`config.mk`:
```
export PLATFORM = sky130hd
export DESIGN_NAME = tbdl_top
export DESIGN_NICKNAME = d
export VERILOG_FILES = /design/src/rtl/tbdl_debounce.v /design/src/rtl/tbdl_top.v
export VERILOG_INCLUDE_DIRS = /design/src /design/src/rtl
export SDC_FILE = /design/constraint.sdc
export NUM_CORES = 2
export LEC_CHECK = 0
export BUFFER_PORTS_ARGS = -buffer_cell sky130_fd_sc_hd__buf_4
export CAP_MARGIN = 10
export CORE_MARGIN = 4
export CORE_UTILIZATION = 55
export DETAILED_ROUTE_END_ITERATION = 12
export PLACE_DENSITY_LB_ADDON = 0.05
export SLEW_MARGIN = 10
export SYNTH_ARGS = -nofsm -noshare
export SYNTH_HDL_FRONTEND = slang
export SYNTH_HIERARCHICAL = 1
export SYNTH_SLANG_ARGS = --single-unit
```
`constraint.sdc`:
```
create_clock -name i_clk_sys -period 21 [get_ports i_clk_sys]
set_input_delay 2.1 -clock i_clk_sys [delete_from_list [all_inputs] [get_ports i_clk_sys]]
set_output_delay 2.1 -clock i_clk_sys [all_outputs]
set_load 0.05 [all_outputs]
```
`src/rtl/tbdl_defines.vh`:
```
// register map, field positions, reset values and timing counts of the button logic
`ifndef TBDL_DEFINES_VH
`define TBDL_DEFINES_VH

`define TBDL_NUM_SENSE 12
`define TBDL_TICK_W 12

`define TBDL_ADDR_THR0 8'h13
`define TBDL_ADDR_THR11 8'h1e
`define TBDL_ADDR_CFG 8'h22
`define TBDL_ADDR_AVG 8'h23
`define TBDL_ADDR_NEG 8'h24
`define TBDL_ADDR_NEGCNT 8'h25
`define TBDL_ADDR_HYST 8'h26
`define TBDL_ADDR_STUCK 8'h27
`define TBDL_ADDR_STAT_LO 8'h28
`define TBDL_ADDR_STAT_HI 8'h29

`define TBDL_RST_CFG 8'h30
`define TBDL_RST_AVG 8'h50
`define TBDL_RST_NEG 8'ha0
`define TBDL_RST_NEGCNT 8'h01
`define TBDL_RST_HYST 8'h0a
`define TBDL_RST_STUCK 8'h00
`define TBDL_RST_THR 8'h00

`define TBDL_CFG_SCHEME 7
`define TBDL_CFG_PK_EN 6
`define TBDL_CFG_EVT_HI 5
`define TBDL_CFG_EVT_LO 4
`define TBDL_CFG_RDEB_HI 3
`define TBDL_CFG_RDEB_LO 2
`define TBDL_CFG_TDEB_HI 1
`define TBDL_CFG_TDEB_LO 0

`define TBDL_PK_PROX 4'd10
`define TBDL_PK_NOPROX 4'd11
`define TBDL_SAT_MIN 4'd3
`define TBDL_PCT_DIV 18'd100

// one second of the 10 MHz system clock
`define TBDL_SEC_CYCLES 24'h98_9680

`endif

```
`src/rtl/tbdl_debounce.v`:
```
// one sensor input: hysteresis compare, touch/release debounce and stuck-touch timer
`timescale 1ns/100ps
`include "tbdl_defines.vh"
module tbdl_debounce (
	// clock and reset
	input wire i_clk_sys,
	input wire i_reset_n,
	// rate enables
	input wire i_scan,
	input wire i_sec,
	// sample and settings
	input wire [11:0] i_ticks,
	input wire [7:0] i_thr,
	input wire [7:0] i_hyst,
	input wire [1:0] i_tdeb,
	input wire [1:0] i_rdeb,
	input wire [7:0] i_timeout,
	input wire i_grant,
	// state and events
	output wire o_ready,
	output reg o_touched,
	output reg o_touch_ev,
	output reg o_release_ev,
	output reg o_stuck_ev
);
	wire [9:0] thr4 = {i_thr, 2'b00};
	wire [17:0] prod = {8'h00, thr4} * {10'h000, i_hyst};
	wire [17:0] hyst_full = prod / `TBDL_PCT_DIV;
	wire [10:0] hyst = hyst_full[10:0];
	wire [12:0] up = {3'b000, thr4} + {2'b00, hyst};
	wire [12:0] dn = {3'b000, thr4} - {2'b00, hyst};
	wire signed [12:0] ticks_s = {i_ticks[11], i_ticks};
	wire touch_c = ticks_s > $signed(up);
	wire release_c = ticks_s < $signed(dn);
	wire [2:0] need_t = (i_tdeb == 2'b00) ? 3'd1 : {1'b0, i_tdeb} + 3'd1;
	wire [2:0] need_r = (i_rdeb == 2'b00) ? 3'd1 : {1'b0, i_rdeb} + 3'd1;
	reg [1:0] cnt;
	reg stuck;
	reg [7:0] secs;
	wire [2:0] cnt_p1 = {1'b0, cnt} + 3'd1;
	wire expire = i_sec && o_touched && (i_timeout != 8'h00) && (secs + 8'd1 >= i_timeout);

	assign o_ready = !o_touched && !stuck && touch_c && (cnt_p1 >= need_t);

	always @(posedge i_clk_sys or negedge i_reset_n) begin
		if (!i_reset_n) begin
			o_touched <= 1'b0;
			o_touch_ev <= 1'b0;
			o_release_ev <= 1'b0;
			o_stuck_ev <= 1'b0;
			cnt <= 2'b00;
			stuck <= 1'b0;
			secs <= 8'h00;
		end else begin
			o_touch_ev <= 1'b0;
			o_release_ev <= 1'b0;
			o_stuck_ev <= 1'b0;
			if (expire) begin
				// forced release; a new touch waits for the real release first
				o_touched <= 1'b0;
				o_release_ev <= 1'b1;
				o_stuck_ev <= 1'b1;
				stuck <= 1'b1;
				cnt <= 2'b00;
				secs <= 8'h00;
			end else begin
				if (i_sec && o_touched && i_timeout != 8'h00)
					secs <= secs + 8'd1;
				if (i_scan) begin
					if (o_touched) begin
						if (release_c) begin
							if (cnt_p1 >= need_r) begin
								o_touched <= 1'b0;
								o_release_ev <= 1'b1;
								cnt <= 2'b00;
								secs <= 8'h00;
							end else
								cnt <= cnt_p1[1:0];
						end else
							cnt <= 2'b00;
					end else if (stuck) begin
						if (release_c)
							stuck <= 1'b0;
					end else if (touch_c) begin
						if (o_ready && i_grant) begin
							o_touched <= 1'b1;
							o_touch_ev <= 1'b1;
							cnt <= 2'b00;
							secs <= 8'h00;
						end else if (!o_ready)
							cnt <= cnt_p1[1:0];
					end else
						cnt <= 2'b00;
				end
			end
		end
	end
endmodule // tbdl_debounce

```
`src/rtl/tbdl_top.v`:
```
// button decision logic: registers, reporting scheme, events and compensation triggers
// How it works
// - scheme 0 reports priority key plus one matrix key; scheme 1 one key only.
// - priority key enable picks input ten with proximity on, else input eleven.
// - event field gates interrupt: none, touch, release, both; both by default.
// - release debounce: direct, two, three or four samples.
// - touch debounce: none, two, three or four samples; none by default.
// - averaging suspended while ticks exceed four times the suspend register.
// - negative threshold is register times four ticks, default 640.
// - negative count limit 1 to 255; zero reserved; default one.
// - count samples below negative threshold; reaching limit requests compensation.
// - one hysteresis percentage for all buttons, default ten percent.
// - touch when ticks exceed threshold plus threshold times hysteresis.
// - release when ticks drop below threshold minus threshold times hysteresis.
// - debounce counts qualifying samples, one per scan period.
// - stuck timeout forces compensation and release; retouch after real release.
// - three or more sensors above suspend threshold request compensation.
// - each input has its own threshold register, scaled by four.
`timescale 1ns/100ps
`include "tbdl_defines.vh"
module tbdl_top #(
	parameter [23:0] P_SEC_CYCLES = `TBDL_SEC_CYCLES
) (
	// clock and reset
	input wire i_clk_sys,
	input wire i_reset_n,
	// byte register port
	input wire [7:0] i_reg_addr,
	input wire [7:0] i_reg_wdata,
	input wire i_reg_wr,
	input wire i_reg_rd,
	output reg [7:0] o_reg_rdata,
	// sensing front end
	input wire i_scan_tick,
	input wire [143:0] i_ticks,
	input wire i_prox_enable,
	// results
	output wire [11:0] o_touch_status,
	output reg [11:0] o_avg_suspend,
	output reg o_comp_request,
	output reg o_interrupt_out_n
);
	localparam NS = `TBDL_NUM_SENSE;

	reg [7:0] button_config;
	reg [7:0] averaging_suspend_threshold;
	reg [7:0] negative_comp_threshold;
	reg [7:0] negative_count_limit;
	reg [7:0] button_hysteresis;
	reg [7:0] stuck_touch_timeout;
	reg [7:0] thr [0:NS-1];
	integer k;

	wire thr_hit = (i_reg_addr >= `TBDL_ADDR_THR0) && (i_reg_addr <= `TBDL_ADDR_THR11);
	wire [7:0] thr_off = i_reg_addr - `TBDL_ADDR_THR0;
	wire [3:0] thr_idx = thr_off[3:0];

	// register writes
	always @(posedge i_clk_sys or negedge i_reset_n) begin
		if (!i_reset_n) begin
			button_config <= `TBDL_RST_CFG;
			averaging_suspend_threshold <= `TBDL_RST_AVG;
			negative_comp_threshold <= `TBDL_RST_NEG;
			negative_count_limit <= `TBDL_RST_NEGCNT;
			button_hysteresis <= `TBDL_RST_HYST;
			stuck_touch_timeout <= `TBDL_RST_STUCK;
			for (k = 0; k < NS; k = k + 1)
				thr[k] <= `TBDL_RST_THR;
		end else if (i_reg_wr) begin
			case (i_reg_addr)
				`TBDL_ADDR_CFG: button_config <= i_reg_wdata;
				`TBDL_ADDR_AVG: averaging_suspend_threshold <= i_reg_wdata;
				`TBDL_ADDR_NEG: negative_comp_threshold <= i_reg_wdata;
				`TBDL_ADDR_NEGCNT: negative_count_limit <= i_reg_wdata;
				`TBDL_ADDR_HYST: button_hysteresis <= i_reg_wdata;
				`TBDL_ADDR_STUCK: stuck_touch_timeout <= i_reg_wdata;
				default: begin
					if (thr_hit)
						thr[thr_idx] <= i_reg_wdata;
				end
			endcase
		end
	end

	wire scheme_single = button_config[`TBDL_CFG_SCHEME];
	wire pk_en = button_config[`TBDL_CFG_PK_EN];
	wire [1:0] evt_sel = button_config[`TBDL_CFG_EVT_HI:`TBDL_CFG_EVT_LO];
	wire [1:0] rdeb = button_config[`TBDL_CFG_RDEB_HI:`TBDL_CFG_RDEB_LO];
	wire [1:0] tdeb = button_config[`TBDL_CFG_TDEB_HI:`TBDL_CFG_TDEB_LO];
	wire [3:0] pk_idx = i_prox_enable ? `TBDL_PK_PROX : `TBDL_PK_NOPROX;

	// one-second enable for the stuck timer
	reg [23:0] sec_cnt;
	reg sec_tick;
	always @(posedge i_clk_sys or negedge i_reset_n) begin
		if (!i_reset_n) begin
			sec_cnt <= 24'h00_0000;
			sec_tick <= 1'b0;
		end else if (sec_cnt >= P_SEC_CYCLES - 24'h00_0001) begin
			sec_cnt <= 24'h00_0000;
			sec_tick <= 1'b1;
		end else begin
			sec_cnt <= sec_cnt + 24'h00_0001;
			sec_tick <= 1'b0;
		end
	end

	wire [NS-1:0] ready;
	wire [NS-1:0] touch_ev;
	wire [NS-1:0] release_ev;
	wire [NS-1:0] stuck_ev;
	reg [NS-1:0] grant;

	genvar g;
	generate
		for (g = 0; g < NS; g = g + 1) begin : g_sense
			tbdl_debounce u_deb (
				.i_clk_sys(i_clk_sys),
				.i_reset_n(i_reset_n),
				.i_scan(i_scan_tick),
				.i_sec(sec_tick),
				.i_ticks(i_ticks[g*12 +: 12]),
				.i_thr(thr[g]),
				.i_hyst(button_hysteresis),
				.i_tdeb(tdeb),
				.i_rdeb(rdeb),
				.i_timeout(stuck_touch_timeout),
				.i_grant(grant[g]),
				.o_ready(ready[g]),
				.o_touched(o_touch_status[g]),
				.o_touch_ev(touch_ev[g]),
				.o_release_ev(release_ev[g]),
				.o_stuck_ev(stuck_ev[g])
			);
		end
	endgenerate

	// reporting scheme: lowest index wins among keys confirming in one scan; in scheme 0 the priority key is granted as well
	reg any_busy;
	reg mk_busy;
	reg is_pk;
	integer i;
	always @* begin
		grant = {NS{1'b0}};
		any_busy = |o_touch_status;
		mk_busy = 1'b0;
		is_pk = 1'b0;
		for (i = 0; i < NS; i = i + 1) begin
			if (o_touch_status[i] && !(pk_en && i == pk_idx))
				mk_busy = 1'b1;
		end
		for (i = 0; i < NS; i = i + 1) begin
			is_pk = pk_en && (i == pk_idx);
			if (scheme_single) begin
				if (ready[i] && !any_busy) begin
					grant[i] = 1'b1;
					any_busy = 1'b1;
				end
			end else if (is_pk) begin
				grant[i] = ready[i];
			end else if (ready[i] && !mk_busy) begin
				grant[i] = 1'b1;
				mk_busy = 1'b1;
			end
		end
	end

	// averaging suspend and saturation count
	wire [12:0] avg_lim = {3'b000, averaging_suspend_threshold, 2'b00};
	wire [12:0] neg_mag = {3'b000, negative_comp_threshold, 2'b00};
	wire signed [12:0] neg_lim = -$signed(neg_mag);
	reg [NS-1:0] next_avg;
	reg neg_any;
	reg [3:0] sat_num;
	integer j;
	always @* begin
		next_avg = {NS{1'b0}};
		neg_any = 1'b0;
		sat_num = 4'h0;
		for (j = 0; j < NS; j = j + 1) begin
			next_avg[j] = $signed({i_ticks[j*12+11], i_ticks[j*12 +: 12]}) > $signed(avg_lim);
			if ($signed({i_ticks[j*12+11], i_ticks[j*12 +: 12]}) < neg_lim)
				neg_any = 1'b1;
			if (next_avg[j])
				sat_num = sat_num + 4'h1;
		end
	end

	// compensation triggers
	reg [7:0] neg_cnt;
	reg sat_prev;
	wire [8:0] neg_p1 = {1'b0, neg_cnt} + 9'h001;
	wire neg_fire = i_scan_tick && neg_any && (neg_p1 >= {1'b0, negative_count_limit});
	wire sat_now = sat_num >= `TBDL_SAT_MIN;
	wire sat_fire = i_scan_tick && sat_now && !sat_prev;
	always @(posedge i_clk_sys or negedge i_reset_n) begin
		if (!i_reset_n) begin
			neg_cnt <= 8'h00;
			sat_prev <= 1'b0;
			o_avg_suspend <= 12'h000;
			o_comp_request <= 1'b0;
		end else begin
			if (i_scan_tick) begin
				o_avg_suspend <= next_avg;
				sat_prev <= sat_now;
				if (!neg_any || neg_fire)
					neg_cnt <= 8'h00;
				else
					neg_cnt <= neg_p1[7:0];
			end
			o_comp_request <= neg_fire || sat_fire || (|stuck_ev);
		end
	end

	// interrupt: held low until the low status byte is read; a new event beats the clear
	wire evt_hit = (evt_sel[0] && |touch_ev) || (evt_sel[1] && |release_ev);
	wire irq_clr = i_reg_rd && (i_reg_addr == `TBDL_ADDR_STAT_LO);
	always @(posedge i_clk_sys or negedge i_reset_n) begin
		if (!i_reset_n)
			o_interrupt_out_n <= 1'b1;
		else if (evt_hit)
			o_interrupt_out_n <= 1'b0;
		else if (irq_clr)
			o_interrupt_out_n <= 1'b1;
	end

	// register reads
	reg [7:0] next_rdata;
	always @* begin
		next_rdata = 8'h00;
		case (i_reg_addr)
			`TBDL_ADDR_CFG: next_rdata = button_config;
			`TBDL_ADDR_AVG: next_rdata = averaging_suspend_threshold;
			`TBDL_ADDR_NEG: next_rdata = negative_comp_threshold;
			`TBDL_ADDR_NEGCNT: next_rdata = negative_count_limit;
			`TBDL_ADDR_HYST: next_rdata = button_hysteresis;
			`TBDL_ADDR_STUCK: next_rdata = stuck_touch_timeout;
			`TBDL_ADDR_STAT_LO: next_rdata = o_touch_status[7:0];
			`TBDL_ADDR_STAT_HI: next_rdata = {4'h0, o_touch_status[11:8]};
			default: begin
				if (thr_hit)
					next_rdata = thr[thr_idx];
			end
		endcase
	end

	always @(posedge i_clk_sys or negedge i_reset_n) begin
		if (!i_reset_n)
			o_reg_rdata <= 8'h00;
		else if (i_reg_rd)
			o_reg_rdata <= next_rdata;
	end
endmodule // tbdl_top

```
==> impl_summary.log <==
[metrics] commonest non-fill, non-tap cell in the layout: ha_1
[metrics] final net count: 14.7k
[metrics] standard cell core area: 186000 um^2
[metrics] PortBufs: 199
[metrics] crit path capture type: register
[metrics] Max Slew Vio Count: 0
[metrics] IR drop worst, VDD: 0.0734 mV
[metrics] Max H-tree Level: 2
[metrics] logic gate share of total power: 0.643
[metrics] number of global-route vias before repair: 95.5k
[metrics] fraction of power spent switching nets: 0.474
[metrics] clock transition at the register clock pins on the worst setup and hold paths after CTS: roughly 60 ps
[metrics] drc violations: 0
[metrics] DPL Wire Length: about 270 mm
[metrics] number of warnings reported in the yosys synthesis log: 6
[metrics] Final Skew: between 50 and 60 ps
[metrics] Net Count, Synth: 14.7k
[metrics] maximum number of pins on one net before global-route repair: 160
[metrics] ys flop type: dfrtp_1
[metrics] global-route track usage on met2: 0.551
[metrics] max-capacitance violation count: 0
[metrics] synthesized netlist cell count: 12.7k
[metrics] GRT Resource Usage Total: 0.339
[metrics] initial cell density of the core: 0.555
[metrics] number of vias in the routed layout: 99.0k
[metrics] I/O pin total: 200
[metrics] Final period util: 0.872
[metrics] sw power: 2710 uW
[metrics] share of layout cells above drive strength 1: 0.109
[metrics] part of the power in the clock network: 0.164
[metrics] Leakage: 0.0497 uW
[metrics] highest-delay cell along the critical path: dfstp_4
[metrics] met1 global-route usage: 0.435
[metrics] Layout Area Growth over Synthesis: 5.72%
[metrics] routed vias/inst: 6.48
[metrics] # fillers: 17.2k
[metrics] Post-CTS Setup Inserts: 0
[metrics] sequential fraction of the synthesis area: 0.0921
[metrics] Max transition margin: 0.160
[metrics] startpoint kind of the worst setup timing path: register
[metrics] Final Routed Wirelength: 346 mm
[metrics] die height: 442 um
[metrics] initial antenna violation count: 44
[metrics] first-pass GRT wire length: 540 mm
[metrics] status: completed
[metrics] worst min path class: reg2reg
[metrics] commonest cells after routing, fill and taps aside: 1395 x ha_1, 1099 x inv_1, 880 x nor2_1
[metrics] number of distinct library cell variants in the gate-level netlist after synthesis: roughly 180
[metrics] clock tree root driver cell: clkbuf_16
[metrics] final worst path period need: 18310 ps
[metrics] count of routing violations after the opening detailed-route iteration: 7699
[metrics] Die X: roughly 440 um
[metrics] setup repair after global routing missed its margin: no
[metrics] Clock Sink Count: 380
[metrics] P_int: 3010 uW
[metrics] layer with the highest usage: met2
[metrics] total power divided by cell area: ~52 nW/um^2
[metrics] delay contributed by the slowest stage of the critical path: about 1200 ps
[metrics] part of the power in registers: 0.193
[metrics] number of detailed-route iterations in the first pass: 9
[metrics] Async S/R FF share, synth: 1.00
[metrics] maximum frequency from static timing analysis: 54.6 MHz
[metrics] count of final setup violators: 0
[metrics] average wire per standard cell: 22.7 um
[metrics] RD Place Congestion: 0.985
[metrics] number of enable-type register cells in the synthesized netlist: 0
[metrics] final hold vios: 0
[metrics] Most common cell on crit path: a21oi_1
[metrics] DRT antenna net count: 0
[metrics] post-CTS resize count: 0
[metrics] slew of the pin with the lowest slew margin: about 1200 ps
[metrics] cell row count: 158
[metrics] Hold Slack: 483 ps
[metrics] Crit Path Class: reg2reg
[metrics] final total negative setup slack: 0 ps
[metrics] Total Die Area: 195000 um^2
[metrics] Data arrival, critical path: 18810 ps
[metrics] met3 layer usage reported by global route: 0.0452
[metrics] cell area after technology mapping: 103000 um^2
[metrics] total congestion overflow after global routing: 0
[metrics] endpoint required time on the critical path: roughly 22000 ps
[metrics] Skew-Pair Late Insertion Delay: roughly 670 ps
[metrics] critical path fanouts, max: 66
[metrics] flip-flop and latch count after synthesis: 380
[metrics] synthesized area divided by synthesized cell count: 8.16 um^2
[metrics] maximum buffer depth of the clock tree: 3
[metrics] CTS tree: yes
[metrics] Inserted Clock Buffers: 47
[metrics] number of buffers inserted for hold repair after clock tree synthesis: 0
sequential cells by signal, indices dropped and copies added, names as in the netlist, 12 cells and up:
register,flops
g_sense.u_deb/o_stuck_ev,12
g_sense.u_deb/o_touch_ev,12
g_sense.u_deb/cnt,24
thr,96
g_sense.u_deb/o_release_ev,12
sec_cnt,24
g_sense.u_deb/o_touched,12
g_sense.u_deb/secs,96
g_sense.u_deb/stuck,12
o_avg_suspend,12
layer usage:
metal | vias up | part of all wire
met5 | - | 0.00012
met4 | 6 | 0.062
met3 | 766 | 0.065
met2 | 3446 | 0.45
met1 | 48100 | 0.42
li1 | 46700 | -
synthesized netlist by cell type, drive strengths merged, types with 116 or more instances:
library cell	instances	area [um^2]
a211oi	193	1740
a21o	190	1440
a21oi	833	4370
a31oi	173	1370
and2	757	4740
buf	166	993
clkbuf	160	603
dfrtp	370	9260
fa	444	8890
ha	1395	17500
inv	1127	4260
mux2	203	2320
mux2i	120	1270
nand2	752	2840
nand2b	197	1240
nand3	403	2080
nand4	138	876
nor2	910	3510
nor2b	148	926
nor3	320	1830
nor4	144	1240
o211ai	229	1920
o21a	241	1840
o21ai	537	2840
or2	116	736
or3	122	838
xnor2	468	4250
xor2	192	1740
area by class of cell:
class | count | area [um^2] | area share
antenna | 34 | 85.1 | 0.000778
tap | 2480 | 3100 | 0.0284
inverter | 1128 | 4260 | 0.0390
multi-input combinational | 10800 | 88200 | 0.806
sequential | 380 | 9560 | 0.0874
clock inverter | 21 | 415 | 0.00380
clock buffer | 67 | 1350 | 0.0124
timing repair buffer | 317 | 2400 | 0.0219
per-stage QoR:
stage | util | total power [uW] | instance area, um^2 | worst slack (ps) | cells
final | 0.587 | 5720 | 109000 | 2690 | 15300
after global routing | 0.587 | 6230 | 109000 | 1340 | 15300
after CTS | 0.587 | 5680 | 109000 | 2970 | 15200
after detailed placement | 0.577 | 4710 | 107000 | 3080 | 15100
after global placement | 0.577 | 4590 | 107000 | 3350 | 15100
after floorplan | - | 3690 | 103000 | 4650 | 12700
logic make-up (layout without fill, tap and decap cells):
family / count (synthesis) / in the layout / synth area share
flip-flops: 380 / 380 / 0.0921
adder cells (fa/ha/maj): 1849 / 1849 / 0.256
multiplexers: 347 / 347 / 0.0399
XOR/XNOR: 666 / 666 / 0.0593
AO/OA/AOI/OAI: 3662 / 3662 / 0.271
AND/OR/NAND/NOR: 4312 / 4312 / 0.225
other: 0 / 34 / 0
buffers and inverters: 1454 / 1533 / 0.0566
critical path, delay by kind of cell, from the launching register on:
kind	cells	cell delay [ps]
AO/OA/AOI/OAI	33	8110
AND/OR/NAND/NOR	25	5340
adder cells (fa/ha/maj)	6	2630
flip-flops	1	1200
buffers and inverters	8	770
path summary, 6_finish.rpt:
path	startpoint	cells after the start	end	slack, ps
worst max-delay path	button_hysteresis[3]	72	g_sense[10].u_deb/secs[7]	2690
min in group asynchronous	i_reset_n	1	g_sense[0].u_deb/secs[0]	1450
worst min-delay path	sec_cnt[23]	1	sec_cnt[23]	480
max in group asynchronous	i_reset_n	3	stuck_touch_timeout[4]	17140
worst max register to register	button_hysteresis[3]	72	g_sense[10].u_deb/secs[7]	2690
worst min register to register	sec_cnt[23]	1	sec_cnt[23]	480
power by group through the flow:
stage,clock [uW],combinational [uW],sequential [uW]
floorplan,0,2610,1070
detailed placement,0,3600,1110
finish,938,3680,1100
global route,979,4130,1120
CTS,947,3630,1100
global placement,0,3490,1100
Power figures use the tool's default switching activity.
